File: config.mk
export PLATFORM = sky130hd
export DESIGN_NAME = adcsq_ctrl
export DESIGN_NICKNAME = d
export VERILOG_FILES = /design/src/logic/adcsq_pkg.sv /design/src/logic/adcsq_clkdiv.sv /design/src/logic/adcsq_ctrl.sv
export VERILOG_INCLUDE_DIRS = /design/src /design/src/logic
export SDC_FILE = /design/constraint.sdc
export NUM_CORES = 1
export LEC_CHECK = 0
export BUFFER_PORTS_ARGS = -buffer_cell sky130_fd_sc_hd__buf_2
export CORE_ASPECT_RATIO = 0.9
export CORE_MARGIN = 2
export CORE_UTILIZATION = 60
export DETAILED_ROUTE_END_ITERATION = 8
export PLACE_DENSITY = 0.82
export SLEW_MARGIN = 25
export SYNTH_ARGS = -nofsm -noshare
export SYNTH_HDL_FRONTEND = slang
export SYNTH_HIERARCHICAL = 1
export SYNTH_SLANG_ARGS = --single-unit
File: constraint.sdc
create_clock -name core_clk_i -period 4.6 [get_ports core_clk_i]
set_input_delay 0 -clock core_clk_i [delete_from_list [all_inputs] [get_ports core_clk_i]]
set_output_delay 0 -clock core_clk_i [all_outputs]
set_load 0.01 [all_outputs]
File: src/logic/adcsq_consts.svh
// Constants for the converter sequencer: field positions, reset values, timing
`ifndef ADCSQ_CONSTS_SVH
`define ADCSQ_CONSTS_SVH
`define ADCSQ_RES_W 10
`define ADCSQ_NUM_CH 6
`define ADCSQ_BIAS_SEL 4'hf
`define ADCSQ_CONV_CLKS 13
`define ADCSQ_UPR_CLKSEL_HI 7
`define ADCSQ_UPR_CLKSEL_LO 6
`define ADCSQ_UPR_MODE8_BIT 5
`define ADCSQ_UPR_RESET 8'h00
`define ADCSQ_LWR_RESET 8'h00
`define ADCSQ_CLKSEL_RESET 2'h0
`define ADCSQ_DIV0 8'h03
`define ADCSQ_DIV1 8'h07
`define ADCSQ_DIV2 8'h0f
`define ADCSQ_DIV3 8'h1f
`endif

File: src/logic/adcsq_pkg.sv
// Types for the converter sequencer
package adcsq_pkg;
  typedef enum logic [1:0] {
    ADCSQ_IDLE,
    ADCSQ_SAMPLE,
    ADCSQ_APPROX,
    ADCSQ_LOAD
  } adcsq_state_t;
endpackage
File: src/logic/adcsq_clkdiv.sv
// Converter clock tick generator with four selectable division ratios
`timescale 1ns/1ps
`include "adcsq_consts.svh"
module adcsq_clkdiv (
  // Clock and reset
  input wire logic core_clk_i,
  input wire logic arst_n_i,
  // Control
  input wire logic [1:0] clk_sel_i,
  input wire logic restart_i,
  // Tick out
  output logic tick_o
);
  typedef struct packed {
    logic [7:0] cnt;
    logic tick;
  } adcsq_div_t;

  adcsq_div_t s_q;
  adcsq_div_t s_d;
  logic [7:0] limit;

  // Division limit per selection
  always_comb
  begin
    unique case (clk_sel_i)
      2'h0: limit = `ADCSQ_DIV0;
      2'h1: limit = `ADCSQ_DIV1;
      2'h2: limit = `ADCSQ_DIV2;
      2'h3: limit = `ADCSQ_DIV3;
    endcase
  end

  // Counter, restartable so a conversion starts on a full period
  always_comb
  begin
    s_d = s_q;
    s_d.tick = 1'b0;
    if (restart_i)
    begin
      s_d.cnt = 8'h00;
    end
    else if (s_q.cnt >= limit)
    begin
      s_d.cnt = 8'h00;
      s_d.tick = 1'b1;
    end
    else
    begin
      s_d.cnt = s_q.cnt + 8'h01;
    end
  end

  // State register
  always_ff @(posedge core_clk_i or negedge arst_n_i)
  begin
    if (!arst_n_i)
    begin
      s_q <= '0;
    end
    else
    begin
      s_q <= s_d;
    end
  end

  assign tick_o = s_q.tick;
endmodule // adcsq_clkdiv

File: src/logic/adcsq_ctrl.sv
// Successive-approximation converter sequencer with control and result registers
//
// Behaviour
// - Converts the selected analog input into a ten-bit result.
// - One of six inputs routed through a shared mux to one sample-hold.
// - Result found by successive approximation, one bit per step.
// - Upper result register bits 7:6 are writable converter clock select.
// - Four-bit channel select; software sets the port pin to input first.
// - Select value all ones feeds the internal bias reference.
// - Writing one to start begins conversion; hardware clears start next cycle.
// - Normal mode splits ten-bit result across upper and lower registers.
// - Eight-bit mode places eight-bit result wholly in lower register.
// - Completion loads results, sets done bit and interrupt request flag.
// - Done bit reads zero while converting, one when finished.
// - Each conversion takes thirteen converter clock periods.
`timescale 1ns/1ps
`include "adcsq_consts.svh"
module adcsq_ctrl #(
  parameter int RES_W = `ADCSQ_RES_W,
  parameter int NUM_CH = `ADCSQ_NUM_CH
) (
  // Clock and reset
  input wire logic core_clk_i,
  input wire logic arst_n_i,
  // Control register writes
  input wire logic [3:0] channel_select_i,
  input wire logic conversion_start_wr_i,
  input wire logic upper_wr_i,
  input wire logic [1:0] upper_clk_sel_i,
  input wire logic upper_mode8_i,
  input wire logic irq_clear_i,
  input wire logic irq_ack_i,
  // Analog side
  input wire logic comparator_i,
  output logic [NUM_CH-1:0] analog_input_sel_o,
  output logic bias_ref_sel_o,
  output logic sample_hold_o,
  output logic [RES_W-1:0] dac_code_o,
  // Status and results
  output logic conversion_start_bit_o,
  output logic conversion_done_bit_o,
  output logic converter_irq_flag_o,
  output logic [7:0] result_upper_reg_o,
  output logic [7:0] result_lower_reg_o
);
  typedef struct packed {
    adcsq_pkg::adcsq_state_t st;
    logic [3:0] step;
    logic [3:0] bitidx;
    logic [RES_W-1:0] sar;
    logic [3:0] chan;
    logic start;
    logic done;
    logic irq;
    logic [1:0] clksel;
    logic mode8;
    logic [7:0] upper;
    logic [7:0] lower;
    logic [NUM_CH-1:0] mux;
    logic bias;
    logic hold;
  } adcsq_ctrl_t;

  adcsq_ctrl_t s_q;
  adcsq_ctrl_t s_d;
  logic tick;
  logic cmp_meta_q;
  logic cmp_sync_q;

  // Converter clock ticks, restarted with each start
  adcsq_clkdiv u_clkdiv (
    .core_clk_i(core_clk_i),
    .arst_n_i(arst_n_i),
    .clk_sel_i(s_q.clksel),
    .restart_i(s_q.start),
    .tick_o(tick)
  );

  // Comparator arrives from the analog side: two-stage synchroniser
  always_ff @(posedge core_clk_i or negedge arst_n_i)
  begin
    if (!arst_n_i)
    begin
      cmp_meta_q <= 1'b0;
      cmp_sync_q <= 1'b0;
    end
    else
    begin
      cmp_meta_q <= comparator_i;
      cmp_sync_q <= cmp_meta_q;
    end
  end

  // Sequencer: 1 sample period, RES_W approximation steps, 2 settle/load periods
  always_comb
  begin
    s_d = s_q;
    s_d.start = 1'b0;
    if (upper_wr_i)
    begin
      s_d.clksel = upper_clk_sel_i;
      s_d.mode8 = upper_mode8_i;
    end
    if (irq_clear_i || irq_ack_i)
    begin
      s_d.irq = 1'b0;
    end
    s_d.chan = channel_select_i;
    if (conversion_start_wr_i)
    begin
      s_d.start = 1'b1;
      s_d.done = 1'b0;
      s_d.st = adcsq_pkg::ADCSQ_SAMPLE;
      s_d.step = 4'h0;
      s_d.hold = 1'b0;
      // Channel decode into the shared mux
      s_d.bias = (channel_select_i == `ADCSQ_BIAS_SEL);
      for (int i = 0; i < NUM_CH; i++)
      begin
        s_d.mux[i] = (channel_select_i == 4'(i));
      end
    end
    else if (tick && !s_q.start)
    begin
      // A tick left over from before the restart would shorten the first period
      s_d.step = s_q.step + 4'h1;
      unique case (s_q.st)
        adcsq_pkg::ADCSQ_IDLE:
        begin
          s_d.step = s_q.step;
        end
        adcsq_pkg::ADCSQ_SAMPLE:
        begin
          s_d.hold = 1'b1;
          s_d.bitidx = 4'(RES_W - 1);
          s_d.sar = '0;
          s_d.sar[RES_W-1] = 1'b1;
          s_d.st = adcsq_pkg::ADCSQ_APPROX;
        end
        adcsq_pkg::ADCSQ_APPROX:
        begin
          // Keep or drop the trial bit, then try the next one
          if (!cmp_sync_q)
          begin
            s_d.sar[s_q.bitidx] = 1'b0;
          end
          if (s_q.bitidx == 4'h0)
          begin
            s_d.st = adcsq_pkg::ADCSQ_LOAD;
          end
          else
          begin
            s_d.bitidx = s_q.bitidx - 4'h1;
            s_d.sar[s_q.bitidx - 4'h1] = 1'b1;
          end
        end
        adcsq_pkg::ADCSQ_LOAD:
        begin
          if (s_q.step == 4'(`ADCSQ_CONV_CLKS - 1))
          begin
            s_d.st = adcsq_pkg::ADCSQ_IDLE;
            s_d.hold = 1'b0;
            s_d.done = 1'b1;
            s_d.irq = 1'b1;
            if (s_q.mode8)
            begin
              s_d.lower = s_q.sar[RES_W-1 -: 8];
            end
            else
            begin
              s_d.lower = s_q.sar[7:0];
              s_d.upper[1:0] = s_q.sar[RES_W-1 -: 2];
            end
          end
        end
      endcase
    end
    // Upper register also carries the writable control bits
    s_d.upper[`ADCSQ_UPR_CLKSEL_HI:`ADCSQ_UPR_CLKSEL_LO] = s_d.clksel;
    s_d.upper[`ADCSQ_UPR_MODE8_BIT] = s_d.mode8;
  end

  // State register; results untouched except on completion
  always_ff @(posedge core_clk_i or negedge arst_n_i)
  begin
    if (!arst_n_i)
    begin
      s_q <= '0;
      s_q.st <= adcsq_pkg::ADCSQ_IDLE;
      s_q.clksel <= `ADCSQ_CLKSEL_RESET;
      s_q.upper <= `ADCSQ_UPR_RESET;
      s_q.lower <= `ADCSQ_LWR_RESET;
    end
    else
    begin
      s_q <= s_d;
    end
  end

  // Outputs straight from state flip-flops
  assign analog_input_sel_o = s_q.mux;
  assign bias_ref_sel_o = s_q.bias;
  assign sample_hold_o = s_q.hold;
  assign dac_code_o = s_q.sar;
  assign conversion_start_bit_o = s_q.start;
  assign conversion_done_bit_o = s_q.done;
  assign converter_irq_flag_o = s_q.irq;
  assign result_upper_reg_o = s_q.upper;
  assign result_lower_reg_o = s_q.lower;
endmodule // adcsq_ctrl

==> flow_metrics.py, run 1 <==
metrics = {
    "die": {
        "start_util_pct": 61.2,
        "die_w_um": 77.6,
        "die_h_um": 70.2,
        "rows": 24,
        "core_area_sq_um": 4770,
        "die-area_sq_um": 5450,
        "ioPinCount": 51,
    },
    "sta": {
        "setup_viol": 0,
        "worst_pin_slew_ns": 0.675,
        "final_max_slew_viol_count": 0,
        "fin_crit_ns": 2.30,
        "finClkSkew_ns": 0.00958,
        "hold_slack_ns": 0.0338,
        "grt_setup_unrepaired": "no",
        "hold_viol": 0,
        "slew_headroom_pct": 55.0,
        "max_clock_freq_mhz": 435,
        "fin_tns_setup_ns": 0,
        "fin_crit_sh_pct": 50.0,
    },
    "synthesis": {
        "yosysSeqAreaShare_pct": 47.1,
        "synth_cell_types": 51,
        "async_flop_share_pct": 100,
        "synth.avg_cell_area_sq_um": 10.4,
        "yosysWarnings": 6,
        "syn_inst": 282,
        "ys_ff_latch": 55,
        "synth_edf_count": 0,
        "synth-main-ff-cell": "dfrtp_1",
        "syn-cell-area_sq_um": 2920,
    },
    "setup_path": {
        "endpoint_kind": "flop",
        "worst-path-max-fanout": 19,
        "worstSetupPathType": "flop to flop",
        "cp-start-kind": "flop",
        "worstPathArrival_ns": 2.51,
        "required_ns": 4.81,
    },
    "clock_tree": {
        "cts_buffers": 5,
        "cts_sinks": 55,
        "cts-resized-gates": 0,
        "tritoncts": "yes",
        "htree_levels": 2,
        "hold_buffers": 14,
        "cts_max_path_buffers": 2,
        "cts.clk_slew.worst_paths_ns": 0.11,
        "clkLatencyLatePin_ns": 0.32,
        "post_cts_buffers": 0,
        "root_buffer": "clkbuf_8",
    },
    "global_route": {
        "grt_overflow": 0,
        "grt_pass1_wl_um": 9270,
        "grt_max_degree": 56,
        "grt_pass1_vias": 1943,
        "track_usage_pct": 21.3,
        "antenna_found_initial": 0,
    },
    "place": {
        "post_dp_cell_area_sq_um": 2950,
        "io_buffers": 47,
        "gp_congestion": 0.839,
        "dp_hpwl_um": 3560,
    },
    "power": {
        "finalPower_mw": 0.904,
        "power_density_nw_per_um2": 284,
        "ir_worst_vdd_v": 0.000203,
        "leakage_nw": 1.51,
    },
    "run": {
        "maxCapViolCount": 0,
    },
    "detailed_routing": {
        "routed_wl_um": 5250,
        "drc": 0,
        "vias": 2016,
        "met1_length_um": 2480,
        "highest_layer": "met4",
        "dr.pass1.iters": 4,
        "drt_iter0_markers": 191,
        "ant_nets": 0,
        "dr_wl_met2_um": 2450,
        "vias_per_cell": 5.35,
        "avgRoutedWirePerCell_um": 13.9,
        "route.met3.wl_um": 244,
    },
    "finish": {
        "final_cell_mix": "dfrtp_1, buf_2, o21ai_0",
        "area.growth.synth_to_final_pct": 9.08,
        "design_area_sq_um": 3190,
        "nNetsFinal": 337,
        "diodes": 0,
        "layout-drive-gt1-share_pct": 22.4,
        "utilization_pct": 66.8,
        "final_common_cell": "dfrtp_1",
    },
    "outcome": {
        "run_status": "completed",
    },
    "hold_path": {
        "hold_class": "input pin to flop",
    },
}
kinds of logic (layout without fill, tap and decap cells):
kind of cell / after synthesis / count (layout) / share of synthesized area, %
adder cells (fa/ha/maj): 12 / 12 / 5.14
buffers and inverters: 61 / 88 / 12.8
XOR/XNOR: 6 / 6 / 1.80
flip-flops: 55 / 55 / 47.1
AND/OR/NAND/NOR: 73 / 73 / 14.1
other: 2 / 5 / 0.257
AO/OA/AOI/OAI: 57 / 57 / 13.1
multiplexers: 16 / 16 / 5.74
worst max-delay path: stages (launching register included):
cell and delay [ns]:
dfrtp_1 0.45, ha_1 0.28, inv_1 0.07, or4_1 0.81, nor2_2 0.24, mux2_1 0.34
Yosys cell counts, drive strengths merged (2+ instances only):
master / count / area, sq um
o31ai: 3 / 22.5
ha: 12 / 150
nand2: 17 / 63.8
xor2: 4 / 35.0
buf: 35 / 268
mux2i: 10 / 100
nor4bb: 2 / 20.0
nor3: 6 / 30.0
nand3b: 2 / 15.0
o21ai: 29 / 149
xnor2: 2 / 17.5
inv: 17 / 63.8
nand2b: 3 / 21.3
nand3: 6 / 35.0
a2bb2oi: 2 / 17.5
nand4b: 4 / 35.0
mux2: 6 / 67.6
a211oi: 2 / 20.0
nor3b: 3 / 22.5
a21oi: 8 / 40.0
nor2: 20 / 77.6
nand4: 3 / 18.8
conb: 2 / 7.51
nor4: 3 / 40.0
clkbuf: 9 / 43.8
dfrtp: 55 / 1380
a22o: 5 / 43.8
report_power, final:
group	internal (mW)	leakage [nW]	switching, mW
combinational	0.0484	0.761	0.0542
sequential	0.503	0.707	0.0236
clock	0.109	0.0443	0.166
flip-flops by register name, indices dropped and copies added, names as in the netlist:
register,count
analog_input_sel_o,6
bias_ref_sel_o,1
cmp_meta_q,1
cmp_sync_q,1
conversion_done_bit_o,1
conversion_start_bit_o,1
converter_irq_flag_o,1
dac_code_o,10
result_lower_reg_o,8
result_upper_reg_o,4
s_q,11
sample_hold_o,1
u_clkdiv/s_q,8
u_clkdiv/tick_o,1
worst paths after layout:
check | startpoint | end | slack (ns) | depth (start not counted)
max | s_q[53] | result_upper_reg_o[1] | 2.30 | 5
min in group asynchronous | arst_n_i | analog_input_sel_o[3] | 0.34 | 3
min | channel_select_i[2] | analog_input_sel_o[4] | 0.03 | 3
max reg2reg | s_q[53] | result_upper_reg_o[1] | 2.30 | 5
min reg2reg | cmp_meta_q | cmp_sync_q | 0.36 | 0
max in group asynchronous | arst_n_i | s_q[25] | 3.81 | 3
through the flow:
| stage | instances | worst slack, ns |
|---|---|---|
| after detailed placement | 355 | 2.31 |
| after global routing | 377 | 2.19 |
| after floorplan | 285 | 2.70 |
| final | 377 | 2.30 |
| after global placement | 355 | 2.42 |
| after CTS | 377 | 2.29 |
final cells by class:
cell class,count,area [sq um]
multi-input cells,169,1180
well taps,65,81.3
flip-flops and latches,55,1380
clock inverters,3,25.0
repair buffers,63,390
clock buffers,5,68.8
inverters,17,63.8
fillers,362,1590
per-layer routing:
metal  global-route usage [%]  vias to the layer above
met4                     6.55                        0
met2                     33.8                       57
met5                        0                        -
met1                     29.9                      958
li1                         -                      994
met3                     4.13                        7
Power figures use the tool's default switching activity.
==> run 2, diff against run 1 <==
--- a/config.mk
+++ b/config.mk
@@ -9,9 +9,9 @@
 export BUFFER_PORTS_ARGS = -buffer_cell sky130_fd_sc_hd__buf_2
 export CORE_ASPECT_RATIO = 0.9
 export CORE_MARGIN = 2
-export CORE_UTILIZATION = 60
+export CORE_UTILIZATION = 56
 export DETAILED_ROUTE_END_ITERATION = 8
-export PLACE_DENSITY = 0.82
+export PLACE_DENSITY = 0.77
 export SLEW_MARGIN = 25
 export SYNTH_ARGS = -nofsm -noshare
 export SYNTH_HDL_FRONTEND = slang
==> constraint.sdc (replaced) <==
create_clock -name core_clk_i -period 2.4 [get_ports core_clk_i]
set_input_delay 0 -clock core_clk_i [delete_from_list [all_inputs] [get_ports core_clk_i]]
set_output_delay 0 -clock core_clk_i [all_outputs]
set_load 0.01 [all_outputs]
==> run 2 against run 1 <==
  * Clock power up 87%
  * Clock skew about the same
  * Global-route usage down 1.5 points
  * Critical path type unchanged
  * Largest cell class unchanged
==> flow_metrics.py, run 2 (synthesis results as in run 1) <==
metrics = {
    "clock_tree": {
        "post_cts_buffers": 0,
        "htree_levels": 2,
        "root_buffer": "clkbuf_8",
        "cts_max_path_buffers": 2,
        "hold_buffers": 13,
        "cts.clk_slew.worst_paths_ns": 0.10,
        "clkLatencyLatePin_ns": 0.31,
        "tritoncts": "yes",
        "cts_buffers": 5,
        "cts-resized-gates": 0,
        "cts_sinks": 55,
    },
    "run": {
        "maxCapViolCount": 0,
    },
    "setup_path": {
        "worstSetupPathType": "flop to flop",
        "worst-path-max-fanout": 4,
        "cp-start-kind": "flop",
        "path_cells": "inv_1 > ha_1 > nand3_2 > or4_1 > nor2_2 > mux2_1",
        "worstPathArrival_ns": 2.14,
        "required_ns": 2.59,
        "crit_family": "simple AND/OR/NAND/NOR gates",
        "crit_slowest_cell": "or4_1",
        "cpPeakStageDelay_ns": 0.56,
        "worst-path-buf-inv": 1,
        "endpoint_kind": "flop",
    },
    "place": {
        "dp_hpwl_um": 3560,
        "post_dp_cell_area_sq_um": 2980,
        "io_buffers": 47,
        "gp_congestion": 0.925,
    },
    "sta": {
        "worst_pin_slew_ns": 0.673,
        "grt_setup_unrepaired": "no",
        "setup_viol": 0,
        "final_max_slew_viol_count": 0,
        "finClkSkew_ns": 0.00934,
        "hold_viol": 0,
        "max_clock_freq_mhz": 514,
        "fin_crit_sh_pct": 81.1,
        "slew_headroom_pct": 55.1,
        "fin_tns_setup_ns": 0,
        "fin_crit_ns": 1.95,
    },
    "finish": {
        "diodes": 0,
        "layout-drive-gt1-share_pct": 23.5,
        "final_common_cell": "dfrtp_1",
        "regMostFlops": "s_q",
        "largest_reg_flops": 11,
        "final_cell_mix": "dfrtp_1, buf_2, o21ai_0",
        "nNetsFinal": 340,
        "area.growth.synth_to_final_pct": 9.55,
        "design_area_sq_um": 3200,
    },
    "detailed_routing": {
        "routed_wl_um": 5290,
        "drc": 0,
        "avgRoutedWirePerCell_um": 13.9,
        "drt_iter0_markers": 112,
        "ant_nets": 0,
        "vias": 2056,
        "vias_per_cell": 5.41,
        "dr.pass1.iters": 4,
    },
    "power": {
        "p_clk_share_pct": 29.9,
        "power_density_nw_per_um2": 538,
        "swShare_pct": 26.6,
        "finalPower_mw": 1.72,
        "leakage_nw": 1.53,
        "p_int_mw": 1.26,
        "p_seq_share_pct": 58.6,
        "share_comb_of_total_power_pct": 11.5,
        "p_switching_mw": 0.459,
        "ir_worst_vdd_v": 0.000345,
    },
    "global_route": {
        "track_usage_pct": 19.9,
        "grt_overflow": 0,
        "grt_pass1_wl_um": 9040,
        "grt_max_degree": 56,
        "grt_pass1_vias": 1961,
        "antenna_found_initial": 0,
    },
    "outcome": {
        "run_status": "completed",
    },
    "die": {
        "die-area_sq_um": 5810,
        "ioPinCount": 51,
        "start_util_pct": 59.3,
        "rows": 24,
        "die_w_um": 80.2,
        "die_h_um": 72.5,
        "core_area_sq_um": 4920,
    },
    "hold_path": {
        "hold_class": "input pin to flop",
    },
}
run 2: changes by cell type in the layout (fill, tap and decap cells not counted), sizes merged:
cell / before / now
buf: 49 / 53
clkinvlp: 1 / 0
dlygate4sd3: 14 / 13
inv: 17 / 18
run 2: area by class of cell:
| type | count | area [sq um] |
|---|---|---|
| Fill cell | 410 | 1720 |
| Sequential cell | 55 | 1380 |
| Multi-Input combinational cell | 169 | 1180 |
| Timing Repair Buffer | 66 | 410 |
| Tap cell | 65 | 81.3 |
| Clock buffer | 5 | 68.8 |
| Inverter | 17 | 63.8 |
| Clock inverter | 3 | 18.8 |
run 2: final timing paths:
check	startpoint	to	slack, ns	depth (start not counted)
max in group asynchronous	arst_n_i	s_q[45]	1.61	3
setup reg to reg	s_q[48]	result_upper_reg_o[0]	0.45	6
hold / removal	channel_select_i[3]	analog_input_sel_o[4]	0.01	3
setup / recovery	s_q[48]	result_upper_reg_o[0]	0.45	6
hold reg to reg	cmp_meta_q	cmp_sync_q	0.35	0
min in group asynchronous	arst_n_i	u_clkdiv/s_q[2]	0.34	3
run 2: stage by stage:
step                      setup slack, ns  instances  utilization (%)  hold WS [ns]
after floorplan                     0.504        285                -        -0.296
after global placement              0.531        359             60.6         0.109
after detailed placement            0.468        359             60.6         0.110
after CTS                           0.451        380             65.0       0.00916
after global routing                0.311        380             65.0        0.0359
final                               0.454        380             65.0        0.0105
run 2: power groups by stage:
stage / Combinational (mW) / Clock, mW / Sequential (mW)
floorplan: 0.151 / 0 / 1.01
global route: 0.224 / 0.559 / 1.02
global placement: 0.176 / 0 / 1.03
detailed placement: 0.181 / 0 / 1.03
CTS: 0.200 / 0.523 / 1.01
finish: 0.199 / 0.515 / 1.01
run 2: routing by layer:
layer | track usage [%] | up-vias | wire length (um)
met1 | 27.8 | 974 | 2460
met5 | 0 | - | 0
met3 | 3.61 | 8 | 315
li1 | - | 1003 | -
met4 | 6.78 | 0 | 76
met2 | 31.5 | 71 | 2430
run 2: worst register-to-register path: stages (launching register included):
cell	delay (ns)
dfrtp_1	0.44
inv_1	0.09
ha_1	0.16
nand3_2	0.11
or4_1	0.56
nor2_2	0.15
mux2_1	0.33
==> run 3, diff against run 2 <==
==> constraint.sdc (replaced) <==
create_clock -name core_clk_i -period 1.8 [get_ports core_clk_i]
set_input_delay 0 -clock core_clk_i [delete_from_list [all_inputs] [get_ports core_clk_i]]
set_output_delay 0 -clock core_clk_i [all_outputs]
set_load 0.01 [all_outputs]
==> run 3 against run 2 <==
  * The run now ends with negative setup slack left
  * Clock power rose by 56%
  * Register-to-register slack worse by 0.46 ns
  * Global-route usage increased by 0.90 points
  * Via count rose by 2.6%
  * Setup slack lost 0.46 ns
  * Clock-buffer cell count unchanged
  * Largest power group unchanged
==> flow_metrics.py, run 3 (synthesis results as in run 1) <==
metrics = {
    "place": {
        "post_dp_cell_area_sq_um": 3120,
        "gp_congestion": 0.834,
        "dp_hpwl_um": 4000,
        "placed_cells": 374,
        "io_buffers": 47,
    },
    "hold_path": {
        "hold_class": "input pin to flop",
        "hold_path_startpoint": "channel_select_i[1]",
    },
    "global_route": {
        "grt_max_degree": 32,
        "grt_overflow": 0,
        "track_usage_pct": 20.7,
        "grt_pass1_wl_um": 9400,
        "antenna_found_initial": 0,
        "grt_pass1_vias": 2123,
    },
    "finish": {
        "design_area_sq_um": 3460,
        "layout-drive-gt1-share_pct": 32.4,
        "final_common_cell": "dfrtp_1",
        "diodes": 0,
        "final_cell_mix": "dfrtp_1, buf_2, buf_4",
        "largest_reg_flops": 11,
        "nNetsFinal": 359,
        "fin_cells": 398,
        "regMostFlops": "s_q",
        "area.growth.synth_to_final_pct": 18.4,
    },
    "detailed_routing": {
        "vias": 2110,
        "dr.pass1.iters": 4,
        "routed_wl_um": 5700,
        "ant_nets": 0,
        "vias_per_cell": 5.30,
        "avgRoutedWirePerCell_um": 14.3,
        "drc": 0,
        "drt_iter0_markers": 139,
    },
    "clock_tree": {
        "htree_levels": 2,
        "cts.clk_slew.worst_paths_ns": 0.09,
        "clkLatencyLatePin_ns": 0.31,
        "cts_buffers": 5,
        "tritoncts": "yes",
        "cts_sinks": 55,
        "cts_max_path_buffers": 2,
        "root_buffer": "clkbuf_8",
    },
    "die": {
        "die_h_um": 72.5,
        "rows": 24,
        "ioPinCount": 51,
        "die-area_sq_um": 5810,
        "core_area_sq_um": 4920,
        "die_w_um": 80.2,
        "start_util_pct": 59.3,
    },
    "setup_path": {
        "crit_slowest_cell": "or4_4",
        "endpoint_kind": "flop",
        "worstSetupPathType": "flop to flop",
        "worst-path-max-fanout": 4,
        "path_cells": "ha_2 > inv_2 > or4_4 > nor2_4 > mux2_4",
        "worst-path-buf-inv": 1,
        "cp-start-kind": "flop",
        "required_ns": 1.99,
        "worstPathArrival_ns": 2.00,
        "cpPeakStageDelay_ns": 0.54,
        "crit_start": "s_q[53]",
        "regToRegStartpoint": "s_q[53]",
        "crit_family": "simple AND/OR/NAND/NOR gates",
    },
    "sta": {
        "hold_viol": 0,
        "setup_viol": 2,
        "hold_slack_ns": 0.00280,
        "finClkSkew_ns": 0.0109,
        "worst_pin_slew_ns": 0.597,
        "final_max_slew_viol_count": 0,
        "grt_setup_unrepaired": "yes",
        "max_clock_freq_mhz": 554,
        "fin_crit_ns": 1.81,
        "fin_ws_ns": -0.00616,
        "fin_crit_sh_pct": 100,
        "slew_headroom_pct": 60.2,
    },
    "power": {
        "ir_worst_vdd_v": 0.000685,
        "p_switching_mw": 0.609,
        "share_comb_of_total_power_pct": 12.9,
        "leakage_nw": 1.64,
        "p_int_mw": 1.84,
        "swShare_pct": 24.8,
        "power_density_nw_per_um2": 709,
        "p_clk_share_pct": 32.7,
        "p_seq_share_pct": 54.4,
    },
    "outcome": {
        "failed_checks": "negative setup slack",
        "run_status": "finished, violations left",
    },
    "run": {
        "maxCapViolCount": 0,
    },
}
==> run 3: changes by cell type in the layout (fill, tap and decap cells not counted), moves of 4 or more <==
cell | previous run | this run
buf_4 | 6 | 24
ha_1 | 12 | 8
inv_1 | 17 | 13
inv_2 | 0 | 4
==> run 3: worst paths after layout <==
path	slack, ns	cells past startpoint	endpoint
setup / recovery	-0.006	5	result_upper_reg_o[0]
hold / removal	0.003	3	analog_input_sel_o[2]
setup reg to reg	-0.006	5	result_upper_reg_o[0]
hold reg to reg	0.36	0	cmp_sync_q
max in group asynchronous	1.03	3	dac_code_o[4]
min in group asynchronous	0.22	2	analog_input_sel_o[0]
==> run 3: power by group through the flow <==
stage | logic [mW] | clock network [mW] | registers (mW)
after floorplan | 0.203 | 0 | 1.34
after global placement | 0.270 | 0 | 1.36
after detailed placement | 0.278 | 0 | 1.36
after CTS | 0.302 | 0.818 | 1.33
after global routing | 0.351 | 0.861 | 1.34
final | 0.316 | 0.802 | 1.33
==> run 3: repair_timing <==
item | CTS | global route
hold endpoints to repair | 30 | 0
pin swaps | 0 | 8
setup endpoints to repair | 2 | 17
buffers inserted | 0 | 5
hold buffers | 12 | 0
resized for setup | 1 | 19
==> run 3: area by class of cell <==
type / instances / area (sq um)
Clock inverter: 2 / 37.5
Multi-Input combinational cell: 169 / 1260
Clock buffer: 5 / 68.8
Sequential cell: 55 / 1380
Tap cell: 65 / 81.3
Timing Repair Buffer: 85 / 567
Fill cell: 380 / 1470
Inverter: 17 / 63.8
==> run 3: per-stage QoR <==
step	TNS, ns	power (mW)	utilization, %	setup WS, ns
finish	-0.00894	2.45	70.2	-0.00616
global route	-0.237	2.56	70.2	-0.0600
CTS	0	2.45	68.0	0.00901
detailed placement	-0.0670	1.64	63.3	-0.0384
global placement	0	1.63	63.3	0.0386
floorplan	-0.133	1.55	-	-0.0663
==> run 3: worst reg2reg max path: stages, from the launching register on <==
cell	delay (ns)
dfrtp_1	0.41
ha_2	0.23
inv_2	0.04
or4_4	0.54
nor2_4	0.15
mux2_4	0.31
==> run 3: routing by layer <==
layer	wire length [um]	global-route usage, %	share of wire [%]	vias to the layer above
li1	-	-	-	1042
met3	232	3.98	4.1	8
met5	0	0	0	-
met1	2730	27.6	48	1009
met2	2670	34.7	47	51
met4	69	6.21	1.2	0
